$ cat config.mk
export PLATFORM = sky130hd
export DESIGN_NAME = rtc_count_hold_and_pulse_out
export DESIGN_NICKNAME = d
export VERILOG_FILES = /design/src/core/rtc_hold_pkg.sv /design/src/core/rtc_count_hold_and_pulse_out.sv
export SDC_FILE = /design/constraint.sdc
export NUM_CORES = 1
export LEC_CHECK = 0
export ABC_CLOCK_PERIOD_IN_PS = 4800
export BUFFER_PORTS_ARGS = -buffer_cell sky130_fd_sc_hd__buf_2
export CAP_MARGIN = 20
export CORE_MARGIN = 4
export CORE_UTILIZATION = 45
export CTS_CLUSTER_SIZE = 8
export DETAILED_ROUTE_END_ITERATION = 10
export PLACE_DENSITY = 0.64
export SLEW_MARGIN = 5
export SYNTH_ARGS = -nofsm -noshare
export SYNTH_HDL_FRONTEND = slang
export SYNTH_SLANG_ARGS = --single-unit
$ cat constraint.sdc
create_clock -name aclk -period 4.8 [get_ports aclk]
set_input_delay 0.96 -clock aclk [delete_from_list [all_inputs] [get_ports aclk]]
set_output_delay 0.96 -clock aclk [all_outputs]
set_load 0.02 [all_outputs]
$ cat src/core/rtc_hold_pkg.sv
// Constants, register map and bus carriers of the RTC hold and pulse block
// Behaviour
// - Software can freeze once-per-second counter advance
// - Hold request stops advance, then acknowledge reads one
// - Tick during hold applied once hold released; one in the cycle before acknowledge is lost
// - At most one pending second kept
// - Tick counter read as low byte, high/middle
// - Roughly 1 Hz square wave on pulse pin
// - Stopped clock with output enabled holds pin high
// - Pin falls when counter equals compare value
// - Pin rises at half compare; odd shortens low
// - Phase length scales with compare, source, prescale
package rtc_hold_pkg;

    localparam int ADDR_W = 8;
    localparam int CNT_W = 20;
    localparam int SEL_W = 3;

    // Register byte offsets
    localparam logic [ADDR_W-1:0] OFF_CONTROL_ONE = 8'h00;
    localparam logic [ADDR_W-1:0] OFF_CONTROL_TWO = 8'h04;
    localparam logic [ADDR_W-1:0] OFF_STATUS = 8'h08;
    localparam logic [ADDR_W-1:0] OFF_COMPARE = 8'h0c;
    localparam logic [ADDR_W-1:0] OFF_TICK_LOW = 8'h10;
    localparam logic [ADDR_W-1:0] OFF_TICK_HIGH = 8'h14;
    localparam logic [ADDR_W-1:0] OFF_SECONDS = 8'h18;
    localparam logic [ADDR_W-1:0] OFF_MINUTES = 8'h1c;

    // Field positions
    localparam int BIT_HOLD_REQ = 0;
    localparam int BIT_RUN = 1;
    localparam int POS_SEL = 2;
    localparam int BIT_PULSE_EN = 0;
    localparam int BIT_HOLD_ACK = 0;

    // Reset values and the seconds/minutes wrap limit
    localparam logic [CNT_W-1:0] RST_COMPARE = 20'h08000;
    localparam logic [SEL_W-1:0] RST_SEL = 3'h0;
    localparam logic [5:0] LAST_UNIT = 6'h3b;

    // Bus answers
    localparam logic [1:0] RESP_OKAY = 2'h0;
    localparam logic [1:0] RESP_SLVERR = 2'h2;

    typedef struct packed {
        logic awvalid;
        logic [ADDR_W-1:0] awaddr;
        logic wvalid;
        logic [31:0] wdata;
        logic [3:0] wstrb;
        logic bready;
        logic arvalid;
        logic [ADDR_W-1:0] araddr;
        logic rready;
    } axi_req_s;

    typedef struct packed {
        logic awready;
        logic wready;
        logic bvalid;
        logic [1:0] bresp;
        logic arready;
        logic rvalid;
        logic [31:0] rdata;
        logic [1:0] rresp;
    } axi_rsp_s;

endpackage

$ cat src/core/rtc_count_hold_and_pulse_out.sv
// RTC seconds/minutes counter with count hold and one-second pulse output
module rtc_count_hold_and_pulse_out (
    input wire logic aclk,
    input wire logic aresetn,
    input wire rtc_hold_pkg::axi_req_s axi_req,
    output rtc_hold_pkg::axi_rsp_s axi_rsp,
    input wire logic rtc_src_clk,
    output logic second_pulse_pin
);
    import rtc_hold_pkg::*;

    // Byte-lane merge used by the control and compare registers
    function automatic logic [31:0] merge_bytes(input logic [31:0] old,
                                                input logic [31:0] data,
                                                input logic [3:0] strb);
        logic [31:0] res;
        res = old;
        for (int i = 0; i < 4; i++)
        begin
            if (strb[i])
            begin
                res[i*8 +: 8] = data[i*8 +: 8];
            end
        end
        return res;
    endfunction

    // Address decode shared by the read and write paths
    function automatic logic is_mapped(input logic [ADDR_W-1:0] a);
        return a inside {OFF_CONTROL_ONE, OFF_CONTROL_TWO, OFF_STATUS,
                         OFF_COMPARE, OFF_TICK_LOW, OFF_TICK_HIGH,
                         OFF_SECONDS, OFF_MINUTES};
    endfunction

    logic aw_held_q;
    logic [ADDR_W-1:0] aw_addr_q;
    logic w_held_q;
    logic [31:0] w_data_q;
    logic [3:0] w_strb_q;
    logic bvalid_q;
    logic [1:0] bresp_q;
    logic rvalid_q;
    logic [31:0] rdata_q;
    logic [1:0] rresp_q;
    logic wr_go;
    logic wr_ok;

    logic hold_req_q;
    logic run_q;
    logic [SEL_W-1:0] sel_q;
    logic pulse_en_q;
    logic [CNT_W-1:0] compare_q;
    logic hold_ack_q;
    logic pending_q;
    logic [5:0] seconds_q;
    logic [5:0] minutes_q;
    logic [CNT_W-1:0] tick_q;
    logic run_prev_q;
    logic [5:0] pre_q;
    logic src_meta_q;
    logic src_sync_q;
    logic src_prev_q;
    logic src_edge;
    logic pre_tick;
    logic cnt_tick;
    logic second_evt;
    logic advance;
    logic sw_sec_wr;
    logic sw_min_wr;
    logic [31:0] ctl_one_d;
    logic [31:0] ctl_two_d;
    logic [31:0] compare_d;

    // Write channels are taken independently; both must be held to act
    assign axi_rsp.awready = !aw_held_q && !bvalid_q;
    assign axi_rsp.wready = !w_held_q && !bvalid_q;
    assign axi_rsp.bvalid = bvalid_q;
    assign axi_rsp.bresp = bresp_q;
    assign axi_rsp.arready = !rvalid_q;
    assign axi_rsp.rvalid = rvalid_q;
    assign axi_rsp.rdata = rdata_q;
    assign axi_rsp.rresp = rresp_q;
    assign wr_go = aw_held_q && w_held_q && !bvalid_q;
    assign wr_ok = wr_go && is_mapped(aw_addr_q);

    // Latch write address
    always_ff @(posedge aclk)
    begin
        if (!aresetn)
        begin
            aw_held_q <= 1'b0;
            aw_addr_q <= '0;
        end
        else if (axi_req.awvalid && axi_rsp.awready)
        begin
            aw_held_q <= 1'b1;
            aw_addr_q <= axi_req.awaddr;
        end
        else if (wr_go)
        begin
            aw_held_q <= 1'b0;
        end
    end

    // Latch write data and strobes
    always_ff @(posedge aclk)
    begin
        if (!aresetn)
        begin
            w_held_q <= 1'b0;
            w_data_q <= '0;
            w_strb_q <= '0;
        end
        else if (axi_req.wvalid && axi_rsp.wready)
        begin
            w_held_q <= 1'b1;
            w_data_q <= axi_req.wdata;
            w_strb_q <= axi_req.wstrb;
        end
        else if (wr_go)
        begin
            w_held_q <= 1'b0;
        end
    end

    // Write response; unmapped addresses answer SLVERR
    always_ff @(posedge aclk)
    begin
        if (!aresetn)
        begin
            bvalid_q <= 1'b0;
            bresp_q <= RESP_OKAY;
        end
        else if (wr_go)
        begin
            bvalid_q <= 1'b1;
            bresp_q <= wr_ok ? RESP_OKAY : RESP_SLVERR;
        end
        else if (axi_req.bready)
        begin
            bvalid_q <= 1'b0;
        end
    end

    // Read path; reserved bits read zero
    always_ff @(posedge aclk)
    begin
        if (!aresetn)
        begin
            rvalid_q <= 1'b0;
            rdata_q <= '0;
            rresp_q <= RESP_OKAY;
        end
        else if (axi_req.arvalid && axi_rsp.arready)
        begin
            rvalid_q <= 1'b1;
            rresp_q <= is_mapped(axi_req.araddr) ? RESP_OKAY : RESP_SLVERR;
            unique case (axi_req.araddr)
                OFF_CONTROL_ONE: rdata_q <= 32'({sel_q, run_q, hold_req_q});
                OFF_CONTROL_TWO: rdata_q <= 32'(pulse_en_q);
                OFF_STATUS: rdata_q <= 32'(hold_ack_q);
                OFF_COMPARE: rdata_q <= 32'(compare_q);
                OFF_TICK_LOW: rdata_q <= 32'(tick_q[7:0]);
                OFF_TICK_HIGH: rdata_q <= 32'(tick_q[CNT_W-1:8]);
                OFF_SECONDS: rdata_q <= 32'(seconds_q);
                OFF_MINUTES: rdata_q <= 32'(minutes_q);
                default: rdata_q <= '0;
            endcase
        end
        else if (axi_req.rready)
        begin
            rvalid_q <= 1'b0;
        end
    end

    assign ctl_one_d = merge_bytes(32'({sel_q, run_q, hold_req_q}),
                                   w_data_q, w_strb_q);
    assign ctl_two_d = merge_bytes(32'(pulse_en_q), w_data_q, w_strb_q);
    assign compare_d = merge_bytes(32'(compare_q), w_data_q, w_strb_q);

    // Control registers written by software
    always_ff @(posedge aclk)
    begin
        if (!aresetn)
        begin
            hold_req_q <= 1'b0;
            run_q <= 1'b0;
            sel_q <= RST_SEL;
            pulse_en_q <= 1'b0;
            compare_q <= RST_COMPARE;
        end
        else if (wr_ok)
        begin
            unique case (aw_addr_q)
                OFF_CONTROL_ONE:
                begin
                    hold_req_q <= ctl_one_d[BIT_HOLD_REQ];
                    run_q <= ctl_one_d[BIT_RUN];
                    sel_q <= ctl_one_d[POS_SEL +: SEL_W];
                end
                OFF_CONTROL_TWO: pulse_en_q <= ctl_two_d[BIT_PULSE_EN];
                OFF_COMPARE: compare_q <= compare_d[CNT_W-1:0];
                default: ;
            endcase
        end
    end

    // Source clock pin passes two flops before edge detection
    always_ff @(posedge aclk)
    begin
        if (!aresetn)
        begin
            src_meta_q <= 1'b0;
            src_sync_q <= 1'b0;
            src_prev_q <= 1'b0;
        end
        else
        begin
            src_meta_q <= rtc_src_clk;
            src_sync_q <= src_meta_q;
            src_prev_q <= src_sync_q;
        end
    end

    assign src_edge = src_sync_q && !src_prev_q;
    // Prescale divides source edges by two to the power of the select, capped at 64 for selects 6 and 7
    assign pre_tick = src_edge && (pre_q == 6'((7'h01 << sel_q) - 7'h01));
    assign cnt_tick = run_q && pre_tick;

    // Prescaler restarts on every run start
    always_ff @(posedge aclk)
    begin
        if (!aresetn || !run_q)
        begin
            pre_q <= '0;
        end
        else if (pre_tick)
        begin
            pre_q <= '0;
        end
        else if (src_edge)
        begin
            pre_q <= pre_q + 6'h01;
        end
    end

    // Tick counter reloads to one after matching compare, so period = compare
    always_ff @(posedge aclk)
    begin
        if (!aresetn)
        begin
            run_prev_q <= 1'b0;
            tick_q <= '0;
        end
        else
        begin
            run_prev_q <= run_q;
            if (run_q && !run_prev_q)
            begin
                tick_q <= '0;
            end
            else if (cnt_tick)
            begin
                tick_q <= (tick_q == compare_q) ? 20'h00001 :
                          tick_q + 20'h00001;
            end
        end
    end

    // One event per compare match, one cycle wide
    assign second_evt = cnt_tick && (tick_q == compare_q);

    // Pulse pin falls on full match, rises on half match, high when idle
    always_ff @(posedge aclk)
    begin
        if (!aresetn)
        begin
            second_pulse_pin <= 1'b1;
        end
        else if (!run_q || !run_prev_q || !pulse_en_q)
        begin
            // First run cycle still holds the stale count, so stay high
            second_pulse_pin <= 1'b1;
        end
        else if (tick_q == compare_q)
        begin
            second_pulse_pin <= 1'b0;
        end
        else if (tick_q == (compare_q >> 1))
        begin
            second_pulse_pin <= 1'b1;
        end
    end

    // Acknowledge follows request one cycle later, rising and dropping
    always_ff @(posedge aclk)
    begin
        if (!aresetn)
        begin
            hold_ack_q <= 1'b0;
        end
        else
        begin
            hold_ack_q <= hold_req_q;
        end
    end

    // A single flag, so extra missed seconds collapse into one
    always_ff @(posedge aclk)
    begin
        if (!aresetn)
        begin
            pending_q <= 1'b0;
        end
        else if (hold_ack_q && second_evt)
        begin
            pending_q <= 1'b1;
        end
        else if (!hold_ack_q)
        begin
            pending_q <= 1'b0;
        end
    end

    // Advance is blocked as soon as the request is seen, before the ack
    assign advance = !hold_req_q && !hold_ack_q ? second_evt :
                     (!hold_req_q && (pending_q || second_evt));
    assign sw_sec_wr = wr_ok && (aw_addr_q == OFF_SECONDS) && w_strb_q[0];
    assign sw_min_wr = wr_ok && (aw_addr_q == OFF_MINUTES) && w_strb_q[0];

    // Seconds and minutes; a software write wins over a same-cycle advance
    always_ff @(posedge aclk)
    begin
        if (!aresetn)
        begin
            seconds_q <= '0;
        end
        else if (sw_sec_wr)
        begin
            seconds_q <= w_data_q[5:0];
        end
        else if (advance)
        begin
            seconds_q <= (seconds_q == LAST_UNIT) ? 6'h00 : seconds_q + 6'h01;
        end
    end

    always_ff @(posedge aclk)
    begin
        if (!aresetn)
        begin
            minutes_q <= '0;
        end
        else if (sw_min_wr)
        begin
            minutes_q <= w_data_q[5:0];
        end
        else if (advance && seconds_q == LAST_UNIT)
        begin
            minutes_q <= (minutes_q == LAST_UNIT) ? 6'h00 : minutes_q + 6'h01;
        end
    end

endmodule

==> impl_results.md, run 1 <==
* Status: completed
* First DRT Iteration DRCs at 354
* Area of the multi-input gates at 3310 um2
* TritonRoute pass-1 iters at 5
* Overall Global Routing Usage at 20.2%
* Via count of the first global-routing pass at 5300
* Initial antenna violation count at 0
* Switching pwr at 596 uW
* Most frequent cell after synthesis: dfxtp_1
* Family with the most delay on the worst path: simple AND/OR/NAND/NOR gates
* Worst-path clk slew at about 0.06 ns
* Pwr dens at 351 nW/um2
* Drt via density at roughly 5.5
* Largest vdd supply drop at 0.000260 V
* Synthesis Warnings at 0
* Hold Path Sink: src_sync_q$_SDFF_PN0_
* RSZ-0062 raised after global routing: no
* HP Start: src_meta_q$_SDFF_PN0_
* Synth top cells by count: 128 x dfxtp_1, 120 x nand2_1, 74 x nor2_1, 66 x a21oi_1, 43 x clkbuf_1
* Worst skew pair latency at 0.42 ns
* Inserted Clock Buffers at 17
* Postcts setup bufs at 0
* Resized cells post-CTS at 0
* Reg power frac at between 40 and 50%
* Largest net degree at the start of global routing at 52
* Worst EP arrival at 3.18 ns
* # nets final at 869
* Worst slew pin tran at 1.05 ns
* FFs w/ async S/R, synth at 0%
* CTS tree: yes
* Final Cycle Share at 58.9%
* N_diodes at 0
* GPL Wtd Cong at 0.872
* Post-synth EDFFs at 0
* Avg Inst Size Synth at 8.16 um2
* R2r setup slk at 1.97 ns
* Flip-flop and latch area at ~2600 um2
* Root Driver: clkbuf_16
* Mapped Area at about 6200 um2
* CP dominant cell by count: or4_1
* Sequential fraction of the synthesis area at 41.4%
* Switch share at a little under a quarter
* Final-report setup violation count at 0
* Core area at about 13000 um2
* Relative slew slack at 29.6%
* Crit path capture type: flip-flop
* Post-route setup slack at 1.97 ns
* Tmin final at 2.83 ns
* Ports at 102
* Slowest cell on crit path: or4_1
* Ordered cell list for the critical path: or4_1 -> a21oi_1 -> o311a_2 -> nand3_2 -> o31a_1 -> or4_1 -> a41oi_1
* Fmax at ~350 MHz
* Clk sink count at approximately 130
* Clock buffer depth at 2
* Most used DFF post-synth: dfxtp_1
* Yosys reg bits at 128
* Crit Reg-Reg Endpoint: minutes_q[5]$_SDFFE_PN0P_
* Row Count at 42
* Worst path max stage delay at 0.59 ns
* First-pass GRT wire length at between 20000 and 30000 um
* Drt wl/cell at approximately 16 um
* Clk_skew at 0.0120 ns
* Post-Place Setup Slack at approximately 1.6 ns
* H-tree depth at 4
* Detail Route Antenna Nets at 0
* Share of the synthesized area in the top cell type at 41.4%
* P_int at 1910 uW
* Comb power frac at 5.5%
* Power share of the clock group at 50.3%
* # hold bufs at CTS at 0
* Initial Util at 46.4%
* Synth Instances at 759
* Pleak at 0.00283 uW
* Hold Path Depth at 1
* Pins Over Slew Limit at 0
* # fillers at approximately 1300
* PortBufs at 74
* Synth cell types at between 50 and 60
* CP Launch Type: flip-flop
* Req. time, crit path at 5.15 ns
* Worst R2R Path Depth at 7
* Reg-to-Reg Start: sel_q[2]$_SDFFE_PN0P_
* Vias at 5471
* Tightest Hold Check Type: reg -> reg
* Gr ovfl total at 0
* DIE WIDTH at 125 um
* P&R area growth vs syn at 15.2%
* Top cells by area, synth: dfxtp_1 41%, nand2_1 7.3%, a21oi_1 5.3%, xnor2_1 4.7%, nor2_1 4.5%
* Final WL at around 16000 um
* Die Y at 125 um
* Full die area at 15700 um2
* DRC at 0
* Crit Path Max Fanout at 22
* Max cap viols at 0
* Total negative setup slack at 0 ns
* Synth area leader: dfxtp_1
* Post-DP HPWL at 11400 um
* Final Hold Vio Count at 0
* Worst Setup Path Type: reg -> reg
* Layout cells sized above 1 at 14.9%
* Worst path buffer plus inverter count at 0
routing by layer:
metal,vias to the layer above,track usage [%],share of wire [%]
met5,-,0,0
met4,0,8.86,2.8
met3,37,5.37,6.2
met2,176,31.8,46
met1,2545,26.3,45
li1,2713,-,-
stage by stage:
stage / hold WS, ns / power [uW] / util, % / area (um2) / std cells
after global placement: 0.420 / 1260 / 49.1 / 6550 / 962
after floorplan: 0.380 / 1230 / - / 6240 / 772
after global routing: 0.447 / 2590 / 53.4 / 7130 / 994
after detailed placement: 0.424 / 1270 / 49.1 / 6550 / 962
after CTS: 0.442 / 2530 / 53.4 / 7130 / 994
final: 0.438 / 2510 / 53.4 / 7130 / 994
worst max path at each step:
stage,cells past startpoint,start,end
3_3_place_gp,9,axi_req[1],rdata_q[11]$_SDFFE_PN0P_
6_report,7,sel_q[2]$_SDFFE_PN0P_,minutes_q[5]$_SDFFE_PN0P_
2_1_floorplan,6,axi_req[2],rdata_q[5]$_SDFFE_PN0P_
5_1_grt,7,sel_q[2]$_SDFFE_PN0P_,minutes_q[5]$_SDFFE_PN0P_
4_1_cts,7,sel_q[2]$_SDFFE_PN0P_,minutes_q[5]$_SDFFE_PN0P_
3_5_place_dp,9,axi_req[1],rdata_q[11]$_SDFFE_PN0P_
state kept, by name, indices dropped and copies added, names as in the netlist, 3 cells and up:
| signal | count |
|---|---|
| compare_q | 20 |
| rdata_q | 20 |
| tick_q | 20 |
| w_data_q | 20 |
| aw_addr_q | 8 |
| minutes_q | 6 |
| pre_q | 6 |
| seconds_q | 6 |
| sel_q | 3 |
| w_strb_q | 3 |
layout by cell type, fill, tap and decap left out, drive strengths merged, types with 4 or more instances in the layout:
cell and n:
clkbuf 20, xor2 24, a31oi 8, mux2 4, conb 14, ha 4
clkinv 4, a21oi 66, buf 78, inv 16, and2 12, or4 8
dfxtp 128, clkinvlp 4, nor2 74, nand3 31, o21ai 23, or3 8
nor4 8, mux2i 23, nand4 18, nor3b 5, and3 9, nand2 120
nor3 13, nor2b 4, xnor2 33, a22oi 8
cell type report:
cell class                      count  share of cell area [%]
Clock buffer                       20                    6.26
Clock inverter                     12                    1.89
Inverter                           14                   0.737
Multi-Input combinational cell    566                    46.5
Sequential cell                   128                    35.9
Tap cell                          176                    3.09
Timing Repair Buffer               78                    5.61
power groups by stage:
stage          registers [uW]  clock network [uW]  logic (uW)
2_1_floorplan            1130                   0         104
3_3_place_gp             1130                   0         134
3_5_place_dp             1130                   0         137
4_1_cts                  1110                1280         137
5_1_grt                  1110                1330         153
6_report                 1110                1260         137
kinds of logic (layout without fill, tap and decap cells):
logic type / after synthesis / count (layout) / share of synthesized area (%)
fa+ha+maj: 5 / 5 / 0.970
flops: 128 / 128 / 41.4
simple gates: 318 / 318 / 23.9
buf+inv: 78 / 124 / 5.86
other cells: 1 / 14 / 0.0606
xor+xnor: 57 / 57 / 8.06
compound gates: 142 / 142 / 14.2
mux: 30 / 30 / 5.54
Power figures use the tool's default switching activity.
==> inputs of run 2 (changes only) <==
- ABC_CLOCK_PERIOD_IN_PS: 4800 -> 2400
- PLACE_DENSITY: 0.64 -> 0.67
- clock period: 4.8 -> 2.4 ns (I/O delays scaled with it)
==> run 2 against run 1 <==
  * The flow now finishes with violations (negative setup slack)
  * Global-route usage is 1.7 points higher
  * Design area rose by 9.4%
  * Register-to-register slack got worse by 2.0 ns
  * Sequential share of layout area shrank 3.1 points
==> impl_results.md, run 2 (synthesis results as in run 1) <==
* Largest net degree at the start of global routing at 30 (-42%)
* Worst-path clk slew at 0.06 ns (about the same)
* Clk_skew at 0.0166 ns (+0.00458 ns)
* Overall Global Routing Usage at 22.0% (+1.7 points)
* Post-route setup slack at -0.0316 ns (-2.01 ns)
* Initial antenna violation count at 0 (unchanged)
* Row Count at 42 (unchanged)
* Fmax at 411 MHz (+16%)
* Clk sink count at 128 (unchanged)
* Pwr dens at 649 nW/um2 (+85%)
* # nets final at 945 (+8.7%)
* Fin util at 58.4% (+5.0 points)
* First-pass GRT wire length at 27800 um (+7.9%)
* Tot Pwr at 5060 uW (+100%)
* Max cap viols at 0 (unchanged)
* Via count of the first global-routing pass at 5426 (+2.4%)
* Die Y at 125 um (unchanged)
* Slowest cell on crit path: or4_4
* Post-Place Setup Slack at -0.122 ns (-1.76 ns)
* Post-DP HPWL at 13200 um (+15%)
* Most common cell after layout, fill and taps aside: dfxtp_1
* Tmin final at 2.43 ns (-0.394 ns)
* Flip-flop and latch area at 2560 um2 (about the same)
* Initial Util at 46.4% (unchanged)
* Drt wl/cell at 16.5 um (+4.6%)
* Worst slew pin tran at 0.735 ns (-0.319 ns)
* Root Driver: clkbuf_16
* Status: finished, violations left
* Commonest cells after routing, fill and taps aside: 127 x dfxtp_1, 120 x nand2_1, 75 x buf_4
* # hold bufs at CTS at 0 (unchanged)
* Relative slew slack at 50.9% (+21 points)
* Vias at 5876 (+7.4%)
* Inserted Clock Buffers at 17 (unchanged)
* Top routing layer used: met4
* Tightest Hold Check Type: in -> reg
* Hold Path Depth at 2 (+1)
* N_diodes at 0 (unchanged)
* GPL Wtd Cong at 0.923 (+5.8%)
* Failing checks: negative setup slack
* Gr ovfl total at 0 (unchanged)
* Largest vdd supply drop at 0.000421 V (+62%)
* Drt via density at 5.49 (-0.23%)
* First DRT Iteration DRCs at 421 (+19%)
* Met3 Wirelength at 1210 um (+23%)
* Total negative setup slack at -0.0550 ns (-0.0550 ns)
* H-tree depth at 4 (unchanged)
* Core area at 13300 um2 (unchanged)
* HP Start: axi_req[0]
* Worst EP arrival at 2.75 ns (-0.43 ns)
* Final WL at 17700 um (+13%)
* Reg-to-Reg Start: sel_q[1]$_SDFFE_PN0P_
* # fillers at 1194 (-4.5%)
* Worst path max stage delay at 0.52 ns (-0.07 ns)
* Area of the multi-input gates at 3400 um2 (+2.6%)
* Worst Setup Path Type: reg -> reg
* CP Launch Type: flip-flop
* Worst R2R Path Depth at 8 (+1)
* Final Hold Vio Count at 0 (unchanged)
* Crit Reg-Reg Endpoint: seconds_q[0]$_SDFFE_PN0P_
* Full die area at 15700 um2 (unchanged)
* TritonRoute pass-1 iters at 5 (unchanged)
* Worst skew pair latency at 0.43 ns (about the same)
* DIE WIDTH at 125 um (unchanged)
* P&R area growth vs syn at 26.0%
* PortBufs at 74 (unchanged)
* Final Cycle Share at 101% (+42 points)
* Crit Path Max Fanout at 4 (-82%)
* Family with the most delay on the worst path: simple AND/OR/NAND/NOR gates
* Final-report setup violation count at 2 (+2)
* R2r setup slk at -0.03 ns (-2.01 ns)
* DRC at 0 (unchanged)
* Ports at 102 (unchanged)
* CTS tree: yes
* Hold Path Sink: rvalid_q$_SDFFE_PN0P_
* RSZ-0062 raised after global routing: yes
* Detail Route met2 WL at 7810 um (+7.2%)
* Wl on met1 at 8050 um (+15%)
* Layout cells sized above 1 at 23.6% (+8.7 points)
* Ordered cell list for the critical path: or4_4 -> a21oi_2 -> o311a_4 -> nand3_4 -> buf_6 -> o31a_1 -> or3_1 -> a311oi_1
* Req. time, crit path at 2.72 ns (-2.43 ns)
* Worst path buffer plus inverter count at 1 (+1)
* Fin Hold WS at 0.236 ns (-0.202 ns)
* Clock buffer depth at 2 (unchanged)
* Crit path capture type: flip-flop
* Detail Route Antenna Nets at 0 (unchanged)
* Pleak at 0.00325 uW (+15%)
* Pins Over Slew Limit at 0 (unchanged)
==> run 2: per-stage QoR <==
stage               cells  instance area (um2)
finish               1070                 7800
CTS                  1065                 7680
floorplan             772                 6240
detailed placement   1029                 7060
global route         1070                 7800
global placement     1029                 7060
==> run 2: area by class of cell <==
class / count / share of cell area [%]
multi-input combinational: 567 / 43.6
sequential: 128 / 32.9
timing repair buffer: 153 / 12.5
clock buffer: 17 / 5.45
tap: 176 / 2.82
clock inverter: 15 / 2.07
inverter: 14 / 0.674
==> run 2: how the worst max path moves through the flow <==
stage | start | endpoint | slack (ns) | cells past startpoint
after CTS | sel_q[1]$_SDFFE_PN0P_ | seconds_q[0]$_SDFFE_PN0P_ | -0.002 | 8
final | sel_q[1]$_SDFFE_PN0P_ | seconds_q[0]$_SDFFE_PN0P_ | -0.03 | 8
after global placement | sel_q[1]$_SDFFE_PN0P_ | seconds_q[2]$_SDFFE_PN0P_ | -0.11 | 8
after global routing | sel_q[1]$_SDFFE_PN0P_ | seconds_q[2]$_SDFFE_PN0P_ | -0.1 | 8
after detailed placement | sel_q[1]$_SDFFE_PN0P_ | seconds_q[2]$_SDFFE_PN0P_ | -0.12 | 8
after floorplan | sel_q[1]$_SDFFE_PN0P_ | seconds_q[2]$_SDFFE_PN0P_ | 0.006 | 8
==> run 2: routing by layer <==
metal	GRT usage (%)	vias up
met4	8.86	0
met2	33.6	222
met5	0	-
li1	-	2865
met1	30.4	2739
met3	4.61	50
==> run 2: power breakdown <==
part,leakage [uW],switching (uW),total (uW),internal [uW]
clock,0.000288,1010,2550,1540
sequential,0.00104,41.4,2220,2170
combinational,0.00193,194,295,102
==> run 2: worst reg2reg max path: stages, from the launching register on <==
cell and delay [ns]:
dfxtp_2 0.32, or4_4 0.52, a21oi_2 0.15, o311a_4 0.19
nand3_4 0.08, buf_6 0.12, o31a_1 0.30, or3_1 0.36
a311oi_1 0.29
==> run 2: timing repair <==
action                                 4_1_cts  5_1_grt
setup buffers                                3        5
gates resized for setup                      2       16
pin swaps                                    5        9
setup endpoints to repair                    8       21
endpoints found under the hold margin        0        0
gates cloned                                 1        0
